File: src/hw/clock_guard_consts.svh
// Register offsets, field positions, reset values and counts of the clock block
// How it works
// - Key 0x26 clears guard, else sets it
// - Guard set shields clock configuration registers except the output divider
// - Factory test register writable in special mode
// - Reference is RC clock when crystal off
// - Crystal reference divided by predivider plus one
// - VCO is twice reference times multiplier+1
// - Settled output is VCO over divider+1
// - Unsettled output is VCO over four
// - Bus clock is PLL output halved with synth select, else the crystal clock
// - Phase detector compares feedback against reference
// - Read-only settled flag follows frequency compare
// - Settled flag change raises enabled interrupt
// - Oscillator writes need guard clear, synth select
// - Reset gives RC reference, 64 MHz, divider 3
`ifndef CLOCK_GUARD_CONSTS_SVH
`define CLOCK_GUARD_CONSTS_SVH

`define OFS_SYNTH      12'h000
`define OFS_REF_PREDIVIDER     12'h004
`define OFS_CLKSEL     12'h008
`define OFS_SYNCTL     12'h00c
`define OFS_TRIM       12'h010
`define OFS_OSC        12'h014
`define OFS_GUARD      12'h018
`define OFS_TEST       12'h01c
`define OFS_STAT       12'h020
`define OFS_MASK       12'h024
`define OFS_FLAG       12'h028
`define OFS_POST       12'h02c

`define RST_SYNTH      8'h5f
`define RST_REF_PREDIVIDER     8'h00
`define RST_CLKSEL     8'h80
`define RST_SYNCTL     8'h00
`define RST_TRIM       16'h0000
`define RST_OSC        8'h00
`define RST_POST       8'h03
`define RST_GUARD      1'b0
`define RST_TEST       8'h00

`define GUARD_KEY      8'h26
`define BIT_SEL        7
`define BIT_CRYSTAL_OSC_ENABLE       7
`define LOOP_MULTIPLIER_MSB     5
`define REF_PREDIVIDER_MSB     3
`define POST_MSB       4
`define RANGE_LSB      6
`define UNSETTLED_DIV  5'h03

`define LOCK_WINDOW    32
`define LOCK_TOL       1
`define UNLOCK_TOL     2

`endif

File: src/hw/clock_guard_pkg.sv
// Types shared by the clock generation control block
package clock_guard_pkg;

   typedef enum logic [1:0] {
      PFD_IDLE = 2'b00,
      PFD_UP   = 2'b01,
      PFD_DN   = 2'b10
   } pfd_state_t;

   typedef struct packed {
      logic [1:0]  vco_range_field;
      logic [1:0]  ref_range_field;
      logic        crystal_osc_enable;
      logic [15:0] rc_trim;
   } analog_ctl_t;

   typedef struct packed {
      logic [3:0]  sync1;
      logic [3:0]  sync2;
      logic [3:0]  sync3;
      logic [7:0]  synth;
      logic [7:0]  ref_div;
      logic [7:0]  clk_sel;
      logic [7:0]  synth_ctl;
      logic [15:0] trim;
      logic [7:0]  osc;
      logic [7:0]  post;
      logic        guard;
      logic [7:0]  test;
      logic        irq_stat;
      logic        irq_mask;
      logic        irq;
      logic        settled_d;
      logic [31:0] rdata;
      pfd_state_t  pfd;
      logic        fb_phase;
      logic [4:0]  post_cnt;
      logic [4:0]  post_ratio;
      logic        pll_clk;
      logic        bus_half;
      logic        bus_clk;
   } core_state_t;

endpackage : clock_guard_pkg

File: src/hw/pll_clock_config_guard.sv
// Clock generation control: register guard, divider chain, settle detect
`include "clock_guard_consts.svh"

module pll_clock_config_guard #(
   parameter int LOCK_WINDOW = `LOCK_WINDOW,
   parameter int LOCK_TOL    = `LOCK_TOL,
   parameter int UNLOCK_TOL  = `UNLOCK_TOL
) (
   input  wire logic                    mclk,
   input  wire logic                    rstn,
   input  wire logic                    psel,
   input  wire logic                    penable,
   input  wire logic                    pwrite,
   input  wire logic [11:0]             paddr,
   input  wire logic [31:0]             pwdata,
   output logic      [31:0]             prdata,
   output logic                         pready,
   output logic                         pslverr,
   input  wire logic                    rc_clk_pin,
   input  wire logic                    xtal_clk_pin,
   input  wire logic                    vco_clk_pin,
   input  wire logic                    special_mode,
   output clock_guard_pkg::analog_ctl_t analog,
   output logic                         correction_up,
   output logic                         correction_down,
   output logic                         feedback_clock,
   output logic                         pll_output_clock,
   output logic                         bus_clock,
   output logic                         pll_settled,
   output logic                         irq
);
   clock_guard_pkg::core_state_t s;
   clock_guard_pkg::core_state_t next_s;

   logic rc_tick;
   logic xtal_tick;
   logic vco_tick;
   logic special;
   logic ref_pulse;
   logic ref_tick;
   logic fb_pulse;
   logic fb_tick;
   logic settled;
   logic setup;
   logic wr;
   logic mapped;
   logic settle_event;
   logic shielded;

   // Pin edges are taken from the second and third stage only
   assign rc_tick   = s.sync2[0] & ~s.sync3[0];
   assign xtal_tick = s.sync2[1] & ~s.sync3[1];
   assign vco_tick  = s.sync2[2] & ~s.sync3[2];
   assign special   = s.sync2[3];

   tick_divider #(
      .W(`REF_PREDIVIDER_MSB + 1)
   ) u_ref_div (
      .mclk  (mclk),
      .rstn  (rstn),
      .tick  (xtal_tick),
      .ratio (s.ref_div[`REF_PREDIVIDER_MSB:0]),
      .pulse (ref_pulse)
   );

   assign ref_tick = s.osc[`BIT_CRYSTAL_OSC_ENABLE] ? ref_pulse : rc_tick;

   tick_divider #(
      .W(`LOOP_MULTIPLIER_MSB + 1)
   ) u_fb_div (
      .mclk  (mclk),
      .rstn  (rstn),
      .tick  (vco_tick),
      .ratio (s.synth[`LOOP_MULTIPLIER_MSB:0]),
      .pulse (fb_pulse)
   );

   // Feedback clock toggles per (multiplier+1) VCO ticks, so the loop
   // settles with VCO at twice reference times (multiplier+1)
   assign fb_tick = fb_pulse & ~s.fb_phase;

   settle_detector #(
      .WINDOW     (LOCK_WINDOW),
      .LOCK_TOL   (LOCK_TOL),
      .UNLOCK_TOL (UNLOCK_TOL)
   ) u_settle (
      .mclk     (mclk),
      .rstn     (rstn),
      .ref_tick (ref_tick),
      .fb_tick  (fb_tick),
      .settled  (settled)
   );

   assign setup        = psel & ~penable;
   assign wr           = psel & penable & pwrite;
   assign settle_event = settled ^ s.settled_d;
   assign shielded     = s.guard;

   always_comb begin
      unique case (paddr)
         `OFS_SYNTH, `OFS_REF_PREDIVIDER, `OFS_CLKSEL, `OFS_SYNCTL, `OFS_TRIM,
         `OFS_OSC, `OFS_GUARD, `OFS_TEST, `OFS_STAT, `OFS_MASK,
         `OFS_FLAG, `OFS_POST: mapped = 1'b1;
         default: mapped = 1'b0;
      endcase
   end

   // Zero wait states; read data was captured in the setup cycle
   assign pready  = 1'b1;
   assign pslverr = psel & penable & ~mapped;
   assign prdata  = s.rdata;

   assign analog.vco_range_field    = s.synth[7:`RANGE_LSB];
   assign analog.ref_range_field    = s.ref_div[7:`RANGE_LSB];
   assign analog.crystal_osc_enable = s.osc[`BIT_CRYSTAL_OSC_ENABLE];
   assign analog.rc_trim            = s.trim;

   assign correction_up    = (s.pfd == clock_guard_pkg::PFD_UP);
   assign correction_down  = (s.pfd == clock_guard_pkg::PFD_DN);
   assign feedback_clock   = s.fb_phase;
   assign pll_output_clock = s.pll_clk;
   assign bus_clock        = s.bus_clk;
   assign pll_settled      = s.settled_d;
   assign irq              = s.irq;

   always_comb begin
      next_s = s;
      next_s.sync1 = {special_mode, vco_clk_pin, xtal_clk_pin, rc_clk_pin};
      next_s.sync2 = s.sync1;
      next_s.sync3 = s.sync2;
      next_s.settled_d = settled;

      // Register writes
      if (wr) begin
         unique case (paddr)
            `OFS_SYNTH: begin
               if (!shielded) next_s.synth = pwdata[7:0];
            end
            `OFS_REF_PREDIVIDER: begin
               if (!shielded) next_s.ref_div = pwdata[7:0];
            end
            `OFS_CLKSEL: begin
               if (!shielded) next_s.clk_sel = pwdata[7:0];
            end
            `OFS_SYNCTL: begin
               if (!shielded) next_s.synth_ctl = pwdata[7:0];
            end
            `OFS_TRIM: begin
               if (!shielded) next_s.trim = pwdata[15:0];
            end
            `OFS_OSC: begin
               if (!shielded && s.clk_sel[`BIT_SEL]) begin
                  next_s.osc = pwdata[7:0];
               end
            end
            `OFS_GUARD: begin
               next_s.guard = (pwdata[7:0] != `GUARD_KEY);
            end
            `OFS_TEST: begin
               if (special) next_s.test = pwdata[7:0];
            end
            `OFS_MASK: next_s.irq_mask = pwdata[0];
            `OFS_POST: begin
               next_s.post = {3'h0, pwdata[`POST_MSB:0]};
            end
            default: ;
         endcase
      end

      // Settle change event; the set wins over a same-cycle clear
      next_s.irq_stat = (s.irq_stat & ~(wr && paddr == `OFS_STAT
                         && pwdata[0])) | settle_event;
      next_s.irq = next_s.irq_stat & next_s.irq_mask;

      // Read data is taken in the setup cycle
      if (setup) begin
         next_s.rdata = 32'h0000_0000;
         unique case (paddr)
            `OFS_SYNTH:  next_s.rdata[7:0]  = s.synth;
            `OFS_REF_PREDIVIDER: next_s.rdata[7:0]  = s.ref_div;
            `OFS_CLKSEL: next_s.rdata[7:0]  = s.clk_sel;
            `OFS_SYNCTL: next_s.rdata[7:0]  = s.synth_ctl;
            `OFS_TRIM:   next_s.rdata[15:0] = s.trim;
            `OFS_OSC:    next_s.rdata[7:0]  = s.osc;
            `OFS_GUARD:  next_s.rdata[0]    = s.guard;
            `OFS_TEST:   next_s.rdata[7:0]  = s.test;
            `OFS_STAT:   next_s.rdata[0]    = s.irq_stat;
            `OFS_MASK:   next_s.rdata[0]    = s.irq_mask;
            `OFS_FLAG:   next_s.rdata[0]    = s.settled_d;
            `OFS_POST:   next_s.rdata[7:0]  = s.post;
            default: ;
         endcase
      end

      // Phase detector: the early edge holds its correction until the
      // late edge arrives
      unique case (s.pfd)
         clock_guard_pkg::PFD_IDLE: begin
            if (ref_tick && !fb_tick) begin
               next_s.pfd = clock_guard_pkg::PFD_UP;
            end else if (fb_tick && !ref_tick) begin
               next_s.pfd = clock_guard_pkg::PFD_DN;
            end
         end
         clock_guard_pkg::PFD_UP: begin
            if (fb_tick) next_s.pfd = clock_guard_pkg::PFD_IDLE;
         end
         clock_guard_pkg::PFD_DN: begin
            if (ref_tick) next_s.pfd = clock_guard_pkg::PFD_IDLE;
         end
         default: next_s.pfd = clock_guard_pkg::PFD_IDLE;
      endcase
      if (fb_pulse) next_s.fb_phase = ~s.fb_phase;

      // Output divider: the ratio only changes at a period boundary,
      // trading a late switch for no runt pulse
      next_s.pll_clk = 1'b0;
      next_s.bus_clk = 1'b0;
      if (vco_tick) begin
         if (s.post_cnt >= s.post_ratio) begin
            next_s.post_cnt = 5'h00;
            next_s.pll_clk = 1'b1;
            next_s.post_ratio = settled ? s.post[`POST_MSB:0]
                                        : `UNSETTLED_DIV;
         end else begin
            next_s.post_cnt = s.post_cnt + 1'b1;
         end
      end

      // Bus clock: every second output pulse, or the crystal clock
      if (s.clk_sel[`BIT_SEL]) begin
         if (s.pll_clk) begin
            next_s.bus_half = ~s.bus_half;
            next_s.bus_clk = s.bus_half;
         end
      end else begin
         next_s.bus_clk = xtal_tick;
      end
   end

   always_ff @(posedge mclk or negedge rstn) begin
      if (!rstn) begin
         s            <= '0;
         s.synth      <= `RST_SYNTH;
         s.ref_div    <= `RST_REF_PREDIVIDER;
         s.clk_sel    <= `RST_CLKSEL;
         s.synth_ctl  <= `RST_SYNCTL;
         s.trim       <= `RST_TRIM;
         s.osc        <= `RST_OSC;
         s.post       <= `RST_POST;
         s.guard      <= `RST_GUARD;
         s.test       <= `RST_TEST;
         s.post_ratio <= `UNSETTLED_DIV;
         s.pfd        <= clock_guard_pkg::PFD_IDLE;
      end else begin
         s <= next_s;
      end
   end
endmodule : pll_clock_config_guard

File: src/hw/tick_divider.sv
// Counts input ticks and emits a pulse on every (ratio+1)th tick
module tick_divider #(
   parameter int W = 4
) (
   input  wire logic         mclk,
   input  wire logic         rstn,
   input  wire logic         tick,
   input  wire logic [W-1:0] ratio,
   output logic              pulse
);
   logic [W-1:0] cnt;
   logic [W-1:0] next_cnt;

   if (W < 1) begin : g_chk
      $error("tick_divider width must be at least 1");
   end

   // A ratio lowered mid-count ends the period at once
   assign pulse = tick && (cnt >= ratio);

   always_comb begin
      next_cnt = cnt;
      if (tick) begin
         next_cnt = pulse ? '0 : cnt + 1'b1;
      end
   end

   always_ff @(posedge mclk or negedge rstn) begin
      if (!rstn) begin
         cnt <= '0;
      end else begin
         cnt <= next_cnt;
      end
   end

endmodule : tick_divider

File: src/hw/settle_detector.sv
// Frequency compare of feedback and reference ticks giving the settled flag
`include "clock_guard_consts.svh"

module settle_detector #(
   parameter int WINDOW     = `LOCK_WINDOW,
   parameter int LOCK_TOL   = `LOCK_TOL,
   parameter int UNLOCK_TOL = `UNLOCK_TOL
) (
   input  wire logic mclk,
   input  wire logic rstn,
   input  wire logic ref_tick,
   input  wire logic fb_tick,
   output logic      settled
);
   localparam int CW = $clog2(2 * WINDOW + 2);

   typedef struct packed {
      logic [CW-1:0] ref_cnt;
      logic [CW-1:0] fb_cnt;
      logic          settled;
   } det_state_t;

   det_state_t s;
   det_state_t next_s;

   if (WINDOW < 2 || LOCK_TOL < 0 || UNLOCK_TOL < LOCK_TOL) begin : g_chk
      $error("settle_detector parameters out of range");
   end

   assign settled = s.settled;

   // Hysteresis: tighter band to settle than to lose it
   always_comb begin
      int tot;
      int d;
      tot = int'(s.fb_cnt) + int'(fb_tick);
      d = (tot > WINDOW) ? tot - WINDOW : WINDOW - tot;
      next_s = s;
      if (fb_tick && int'(s.fb_cnt) < 2 * WINDOW) begin
         next_s.fb_cnt = s.fb_cnt + 1'b1;
      end
      if (ref_tick) begin
         if (int'(s.ref_cnt) == WINDOW - 1) begin
            next_s.ref_cnt = '0;
            next_s.fb_cnt = '0;
            if (d <= LOCK_TOL) begin
               next_s.settled = 1'b1;
            end else if (d > UNLOCK_TOL) begin
               next_s.settled = 1'b0;
            end
         end else begin
            next_s.ref_cnt = s.ref_cnt + 1'b1;
         end
      end
   end

   always_ff @(posedge mclk or negedge rstn) begin
      if (!rstn) begin
         s <= '0;
      end else begin
         s <= next_s;
      end
   end

endmodule : settle_detector

File: config.mk
export PLATFORM = sky130hd
export DESIGN_NAME = pll_clock_config_guard
export DESIGN_NICKNAME = d
export VERILOG_FILES = /design/src/hw/clock_guard_pkg.sv /design/src/hw/pll_clock_config_guard.sv /design/src/hw/tick_divider.sv /design/src/hw/settle_detector.sv
export VERILOG_INCLUDE_DIRS = /design/src /design/src/hw
export SDC_FILE = /design/constraint.sdc
export NUM_CORES = 1
export LEC_CHECK = 0
export BUFFER_PORTS_ARGS = -buffer_cell sky130_fd_sc_hd__buf_2
export CORE_MARGIN = 4
export CORE_UTILIZATION = 40
export DETAILED_ROUTE_END_ITERATION = 10
export GPL_ROUTABILITY_DRIVEN = 0
export SLEW_MARGIN = 10
export SYNTH_ARGS = -nofsm -noshare
export SYNTH_HDL_FRONTEND = slang
export SYNTH_SLANG_ARGS = --single-unit
File: constraint.sdc
create_clock -name mclk -period 4.2 [get_ports mclk]
set_clock_uncertainty 0.05 [all_clocks]
set_input_delay 0.84 -clock mclk [delete_from_list [all_inputs] [get_ports mclk]]
set_output_delay 0.84 -clock mclk [all_outputs]
set_load 0.03 [all_outputs]
==> results of run 1 <==
==> area by class of cell <==
cell class	instances	area, um2
tap	229	287
multi-input combinational	445	3450
fill	1701	9710
clock buffer	20	447
clock inverter	12	146
inverter	30	113
sequential	142	3570
timing repair buffer	92	494
==> critical path, stage by stage (launching register included) <==
cell and delay, ns:
dfstp_2 0.56, ha_1 0.23, nand2b_1 0.14, a21o_1 0.17, a21o_1 0.17, a21oi_1 0.18
o21a_1 0.21, nor3_4 0.07, ha_2 0.21, ha_1 0.32, inv_1 0.14, ha_4 0.20
nand3_1 0.13, nor2_1 0.16, a31oi_1 0.09, o31a_1 0.28, o31ai_2 0.26, o311ai_1 0.14
a211oi_1 0.21
==> metal layers <==
layer / routed length (um) / global-route usage, % / vias up
met5: 0 / 0 / -
met4: 260 / 5.51 / 0
met3: 661 / 3.96 / 18
met2: 8010 / 26.2 / 119
met1: 6970 / 19.4 / 2552
li1: - / - / 2491
==> cells by family after synthesis <==
logic type	synth area share, %
AND/OR/NAND/NOR	13.4
AO/OA/AOI/OAI	13.5
flip-flops	47.4
buffers and inverters	8.35
multiplexers	11.1
adder cells (fa/ha/maj)	5.16
XOR/XNOR	0.932
other	0.0999
==> power breakdown <==
group	switching (mW)	internal (mW)	total [mW]
clock network	0.554	0.944	1.50
registers	0.120	1.44	1.56
logic	0.353	0.242	0.595
==> sequential cells by signal, summed over array words and instances, names as in the netlist <==
signal            flops
feedback_clock        1
next_s                8
u_fb_div.cnt          6
analog               21
shielded              1
u_settle.s           14
s                    66
irq                   1
bus_clock             1
u_settle.settled      1
prdata               16
pll_output_clock      1
pll_settled           1
u_ref_div.cnt         4
==> metrics by stage <==
step           hold WS (ns)  setup WS, ns  power, mW  instances  instance area (um2)
2_1_floorplan         0.281         0.292       1.96        692                 7570
3_3_place_gp          0.283        0.0658       2.10        936                 7830
3_5_place_dp          0.293       -0.0497       2.14        936                 7830
4_1_cts               0.305       0.00694       3.65        968                 8430
5_1_grt               0.306      -0.00936       3.84        970                 8500
6_report              0.300         0.221       3.66        970                 8500
==> cell usage in the layout, fill, tap and decap left out, types with 3 or more instances in the layout <==
cell,Yosys,routed
inv_1,29,29
clkinv_2,0,5
bufinv_16,0,3
clkbuf_16,0,17
or4_1,5,5
a31oi_1,14,14
nor2_8,4,4
nand3_1,16,16
a21oi_1,22,22
o31ai_1,9,8
o2bb2ai_1,4,3
nand2_1,54,54
or3_1,5,5
nor3b_1,4,3
nand4_1,6,6
xnor2_1,5,5
nor3_1,9,8
a222oi_1,13,13
nand2b_1,10,9
buf_4,56,11
buf_2,7,80
nor2_1,19,18
ha_1,31,29
mux2i_1,5,5
conb_1,2,17
dfrtp_1,131,131
and3_1,8,8
mux2_2,66,66
dfstp_2,11,11
o21ai_0,36,34
nor2_2,4,5
a21o_1,19,19
nor2b_1,4,4
clkinvlp_4,0,3
and2_1,3,3
a22oi_1,10,10
==> worst max-delay path by stage <==
stage | startpoint | to | slack (ns) | depth (start not counted)
after global routing | s[117]$_DFFE_PN1P_ | u_settle.settled$_DFFE_PN0P_ | -0.009 | 18
final | s[117]$_DFFE_PN1P_ | u_settle.settled$_DFFE_PN0P_ | 0.22 | 18
after floorplan | s[117]$_DFFE_PN1P_ | u_settle.settled$_DFFE_PN0P_ | 0.29 | 18
after CTS | s[117]$_DFFE_PN1P_ | u_settle.settled$_DFFE_PN0P_ | 0.007 | 17
after global placement | s[117]$_DFFE_PN1P_ | u_settle.settled$_DFFE_PN0P_ | 0.07 | 17
after detailed placement | s[117]$_DFFE_PN1P_ | u_settle.settled$_DFFE_PN0P_ | -0.05 | 17
==> what timing repair did <==
item,in CTS,in global routing
pin swaps,0,4
cloned,0,0
gates resized for setup,3,12
setup endpoints to repair,1,1
buffers inserted,0,2
==> load_flow_metrics.sql, run 1 <==
INSERT INTO impl_metrics (metric_group, metric, value, unit) VALUES
('clock_network', 'clk_pin_slew_worst_paths', '0.06', 'ns'),
('min_path', 'hold_path.startpoint', 'next_s[129]$_DFF_PN0_', ''),
('yosys', 'synth_seq_area_share', '47.4', '%'),
('setup_path', 'worst-path-max-fanout', '8', ''),
('yosys', 'ys_top_cells_by_count', '131 x dfrtp_1, 66 x mux2_2, 56 x buf_4, 54 x nand2_1, 36 x o21ai_0', ''),
('setup_path', 'worstPathArrival', '4.26', 'ns'),
('clock_network', 'clock_latency', '0.42', 'ns'),
('timing', 'upper_clock_frequency_limit', '0.251', 'GHz'),
('die', 'floorplan.die.width', '145', 'um'),
('yosys', 'avgSynthCellArea', '11.1', 'um2'),
('die', 'floorplan.initialDensity', '41.3', '%'),
('clock_network', 'cts.path.max_buffers', '2', ''),
('min_path', 'min_delay_path_depth', '0', ''),
('clock_network', 'cts-hold-fix-buffers', '0', ''),
('yosys', 'post_synth_inst_count', '677', ''),
('setup_path', 'worst_r2r_startpoint', 's[117]$_DFFE_PN1P_', ''),
('die', 'die_area', '21100', 'um2'),
('route', 'detailroute.via_count', '5180', ''),
('yosys', 'number_of_synthesized_flops_with_an_enable_pin', '0', ''),
('yosys', 'yosysMostFrequentCell', 'dfrtp_1', ''),
('route', 'drtIter0Drc', '299', ''),
('timing', 'maxSlewHeadroom', '38.9', '%'),
('global_route', 'grt_remaining_overflow', '0', ''),
('clock_network', 'clock-sinks', '142', ''),
('route', 'finalWirelength', '15.9', 'mm'),
('timing', 'slew_violations', '0', ''),
('min_path', 'worstHoldEndpoint', 'next_s[125]$_DFF_PN0_', ''),
('power_and_ir_drop', 'power.static_leakage', '4.21', 'nW'),
('yosys', 'yosys.area.top_type_share', '43.6', '%'),
('power_and_ir_drop', 'cellPowerDensity', '430', 'nW/um2'),
('power_and_ir_drop', 'max-vdd-ir-drop', '0.233', 'mV'),
('global_route', 'antenna_found_initial', '0', ''),
('die', 'die_height', '145', 'um'),
('layout', 'insertedDiodeCount', '0', ''),
('global_route', 'grt_max_degree', '103', ''),
('die', 'floorplan.core_area', '18200', 'um2'),
('yosys', 'synth-warning-count', '0', ''),
('route', 'viasPerCell', '5.34', ''),
('layout', 'area_delta_synth_final', '13.1', '%'),
('route', 'first_pass_iters', '6', ''),
('yosys', 'synth.largest_area_cell', 'dfrtp_1', ''),
('clock_network', 'h-tree-depth', '4', ''),
('clock_network', 'cts_inserted_buffers', '17', ''),
('die', 'count_of_standard_cell_rows', '49', ''),
('setup_path', 'reg2regPathDepth', '18', ''),
('setup_path', 'startpoint_to_endpoint_class_of_the_critical_path', 'reg2reg', ''),
('min_path', 'min-delay-path-class', 'reg2reg', ''),
('route', 'remaining_drc_errors', '0', ''),
('timing', 'setup_viol', '0', ''),
('yosys', 'postSynthRegisterBits', '142', ''),
('yosys', 'synth_area_leaders', 'dfrtp_1 44%, mux2_2 9.9%, buf_4 5.6%, ha_1 5.2%, dfstp_2 3.8%', ''),
('global_route', 'global_route.usage.total', '15.5', '%'),
('setup_path', 'setup.reg_to_reg.worst_slack', '0.22', 'ns'),
('timing', 'finalHoldViolCount', '0', ''),
('layout', 'post_route_cells_drive_above_1_share', '31.8', '%'),
('placement', 'dp.final_hpwl', '11.6', 'mm'),
('timing', 'setup_tns', '0', 'ns'),
('clock_network', 'cts_tree', 'done', ''),
('die', 'top_level_ports', '115', ''),
('yosys', 'post_synth_num_cell_types', '69', ''),
('layout', 'finalNetCount', '812', ''),
('route', 'antenna_left', '0', ''),
('global_route', 'grt_pass1_vias', '5320', ''),
('yosys', 'async_set_or_reset_register_ratio_after_synthesis', '100', '%'),
('layout', 'finalCoreUtilization', '46.7', '%'),
('yosys', 'synth.cell_area', '7520', 'um2'),
('timing', 'final.period_utilization', '94.7', '%'),
('route', 'route.detailed.wl_per_inst', '16.4', 'um'),
('timing', 'worst_max_slew_pin_slew', '0.917', 'ns'),
('placement', 'io_buffers', '81', ''),
('setup_path', 'critical_path.startpoint_type', 'flop', ''),
('status', 'status', 'finished, final reports clean', ''),
('timing', 'finalWorstPathRequiredPeriod', '3.98', 'ns'),
('job', 'drv_cap', '0', ''),
('clock_network', 'clock_tree.root_cell', 'clkbuf_16', ''),
('global_route', 'grt_first_pass_wirelength', '27.1', 'mm'),
('yosys', 'yosys_most_used_dff', 'dfrtp_1', ''),
('setup_path', 'endpoint_kind', 'flop', ''),
('setup_path', 'r2r_end', 'u_settle.settled$_DFFE_PN0P_', ''),
('setup_path', 'cp_data_required_time', '4.48', 'ns');
(Power assumes the default switching activity.)
==> inputs of run 2 (changes only) <==
==> constraint.sdc (replaced) <==
create_clock -name mclk -period 3.2 [get_ports mclk]
set_clock_uncertainty 0.05 [all_clocks]
set_input_delay 0.64 -clock mclk [delete_from_list [all_inputs] [get_ports mclk]]
set_output_delay 0.64 -clock mclk [all_outputs]
set_load 0.03 [all_outputs]
==> run 2 against run 1 <==
Effect of this change: the flow now finishes with violations (setup timing); cell count increased by 3.2%; count of clock-buffer cells in the layout fell by 3; non-clock buffer count grew 31; first-iteration DRC count decreased by 4.7%; combinational power is 46% higher; final area up 3.0%; via count is 3.2% higher; clock power rose by 32%; wire length increased by 6.2%; flip-flop and latch count is the same; sequential power grew 31%; worst setup slack got worse by 0.81 ns; largest cell class unchanged; largest power group unchanged.
==> load_flow_metrics.sql, run 2 (synthesis results as in run 1) <==
INSERT INTO impl_metrics (metric_group, metric, value, unit) VALUES
('clock_network', 'cts.path.max_buffers', '2', ''),
('route', 'drtIter0Drc', '285', ''),
('die', 'top_level_ports', '115', ''),
('clock_network', 'h-tree-depth', '4', ''),
('power_and_ir_drop', 'power.static_leakage', '4.36', 'nW'),
('route', 'viasPerCell', '5.34', ''),
('placement', 'io_buffers', '81', ''),
('layout', 'finalCoreUtilization', '48.1', '%'),
('global_route', 'antenna_found_initial', '0', ''),
('setup_path', 'critical_path_s_largest_stage_delay', '0.53', 'ns'),
('setup_path', 'slowest_library_cell_on_the_worst_path', 'dfstp_2', ''),
('timing', 'setup_tns', '-0.588', 'ns'),
('clock_network', 'clock_tree.root_cell', 'clkbuf_16', ''),
('layout', 'layout_commonest_cell', 'dfrtp_1', ''),
('layout', 'most-common-layout-cells', '131 x dfrtp_1, 80 x buf_2, 66 x mux2_2, 54 x nand2_1, 41 x buf_4', ''),
('timing', 'finalWorstPathRequiredPeriod', '3.79', 'ns'),
('layout', 'multiInputGateArea', '3470', 'um2'),
('route', 'remaining_drc_errors', '0', ''),
('die', 'floorplan.die.width', '145', 'um'),
('timing', 'maxSlewHeadroom', '52.2', '%'),
('layout', 'fillCellCount', '1646', ''),
('clock_network', 'clock-sinks', '142', ''),
('clock_network', 'cts_inserted_buffers', '17', ''),
('die', 'die_area', '21100', 'um2'),
('clock_network', 'clock_latency', '0.43', 'ns'),
('placement', 'dp_worst_setup_slack', '-0.574', 'ns'),
('setup_path', 'worstPathArrival', '4.08', 'ns'),
('min_path', 'min-delay-path-class', 'in2async', ''),
('timing', 'setup_viol', '1', ''),
('layout', 'postLayoutCellArea', '8760', 'um2'),
('timing', 'setup_repair_after_global_routing_missed_its_margin', 'true', ''),
('setup_path', 'cp_data_required_time', '3.49', 'ns'),
('global_route', 'grt_max_degree', '70', ''),
('setup_path', 'startpoint_to_endpoint_class_of_the_critical_path', 'reg2reg', ''),
('die', 'die_height', '145', 'um'),
('clock_network', 'cts.repair_timing.setup_buffer_count', '0', ''),
('placement', 'dp.final_hpwl', '12.5', 'mm'),
('layout', 'insertedDiodeCount', '0', ''),
('route', 'detailroute.via_count', '5345', ''),
('layout', 'sequential_cell_area', '3570', 'um2'),
('layout', 'finalNetCount', '843', ''),
('job', 'drv_cap', '0', ''),
('timing', 'setup_slack', '-0.588', 'ns'),
('power_and_ir_drop', 'cellPowerDensity', '558', 'nW/um2'),
('status', 'violations', 'setup timing', ''),
('global_route', 'grt_pass1_vias', '5632', ''),
('global_route', 'grt_first_pass_wirelength', '28.1', 'mm'),
('timing', 'slew_violations', '0', ''),
('setup_path', 'crit_start', 's[117]$_DFFE_PN1P_', ''),
('clock_network', 'cts_tree', 'done', ''),
('setup_path', 'endpoint_kind', 'flop', ''),
('power_and_ir_drop', 'max-vdd-ir-drop', '0.364', 'mV'),
('global_route', 'global_route.usage.total', '16.2', '%'),
('route', 'finalWirelength', '16.9', 'mm'),
('setup_path', 'cpMostUsedCell', 'a21o_1', ''),
('route', 'route.detailed.wl_per_inst', '16.9', 'um'),
('setup_path', 'crit_chain', 'ha_1 > nand2b_1 > a21o_1 > a21o_1 > a21oi_2 > o21a_1 > nor3_2 > ha_2 > ha_4 > buf_4 > nor2_1 > a21o_1 > o2bb2ai_1 > a41o_1 > ha_1 > inv_1 > a41o_1 > o311ai_2 > a211oi_2', ''),
('timing', 'worst_max_slew_pin_slew', '0.716', 'ns'),
('setup_path', 'worst_r2r_startpoint', 's[117]$_DFFE_PN1P_', ''),
('die', 'floorplan.core_area', '18200', 'um2'),
('timing', 'final.period_utilization', '118', '%'),
('placement', 'post_dp_cell_area', '8140', 'um2'),
('timing', 'upper_clock_frequency_limit', '0.264', 'GHz'),
('global_route', 'grt_remaining_overflow', '0', ''),
('clock_network', 'clk_pin_slew_worst_paths', '0.06', 'ns'),
('die', 'floorplan.initialDensity', '41.3', '%'),
('clock_network', 'cts-hold-fix-buffers', '0', ''),
('route', 'first_pass_iters', '5', ''),
('route', 'antenna_left', '0', ''),
('layout', 'regMostFlops', 's', ''),
('timing', 'finalHoldViolCount', '0', ''),
('power_and_ir_drop', 'post-layout-total-power', '4.89', 'mW'),
('layout', 'post_route_cells_drive_above_1_share', '35.6', '%'),
('die', 'count_of_standard_cell_rows', '49', ''),
('status', 'status', 'finished, violations left', ''),
('setup_path', 'critical_path.startpoint_type', 'flop', ''),
('layout', 'area_delta_synth_final', '16.5', '%'),
('layout', 'largest_reg_flops', '66', ''),
('setup_path', 'worst-path-max-fanout', '8', '');
run 2: cell types whose count changed in the layout (fill, tap and decap cells not counted), sizes merged:
cell      previous run  this run
buf                 92       123
bufinv               3         1
clkbuf              20        17
clkinv               6         3
clkinvlp             3         1
inv                 30        40
run 2: area by class of cell:
class                      count  area share [%]
timing repair buffer         123            8.44
tap                          229            3.27
clock buffer                  17            4.86
inverter                      30            1.29
sequential                   142            40.7
multi-input combinational    445            39.6
clock inverter                15            1.87
run 2: metrics by stage:
| stage | std cells | hold slack, ns |
|---|---|---|
| 6_report | 1001 | 0.167 |
| 5_1_grt | 1001 | 0.215 |
| 4_1_cts | 1001 | 0.179 |
| 3_5_place_dp | 969 | 0.285 |
| 3_3_place_gp | 969 | 0.285 |
| 2_1_floorplan | 692 | 0.281 |
run 2: routing by layer:
layer	vias to the layer above	GRT usage (%)	wire length (um)	share of wire, %
met4	0	5.89	269	1.6
met5	-	0	0	0
met3	26	3.99	686	4.1
met2	106	28.1	8680	51
li1	2559	-	-	-
met1	2654	19.8	7260	43
run 2: power breakdown:
| part | total, mW | leakage (nW) | internal, mW | switching, mW |
|---|---|---|---|---|
| combinational | 0.869 | 2.18 | 0.382 | 0.487 |
| sequential | 2.04 | 1.89 | 1.89 | 0.151 |
| clock | 1.98 | 0.289 | 1.11 | 0.867 |
| total | 4.89 | 4.36 | 3.39 | 1.51 |
run 2: critical path, delay by kind of cell, from the launching register on:
family,cells,cell delay [ns]
buf+inv,2,0.22
simple gates,3,0.35
flops,1,0.53
compound gates,10,1.72
fa+ha+maj,4,0.85
run 2: what timing repair did:
item | CTS | global route
resized for setup | 2 | 6
pin swaps | 0 | 0
setup endpoints to repair | 1 | 1
run 2: final timing paths:
check / end / slack [ns] / cells past startpoint
max: u_settle.settled$_DFFE_PN0P_ / -0.59 / 19
min: shielded$_DFFE_PN0P_ / 0.17 / 1
max reg2reg: u_settle.settled$_DFFE_PN0P_ / -0.59 / 19
min reg2reg: next_s[126]$_DFF_PN0_ / 0.30 / 0
max in group asynchronous: s[121]$_DFFE_PN1P_ / 2.11 / 2
min in group mclk: next_s[131]$_DFF_PN0_ / 0.27 / 1
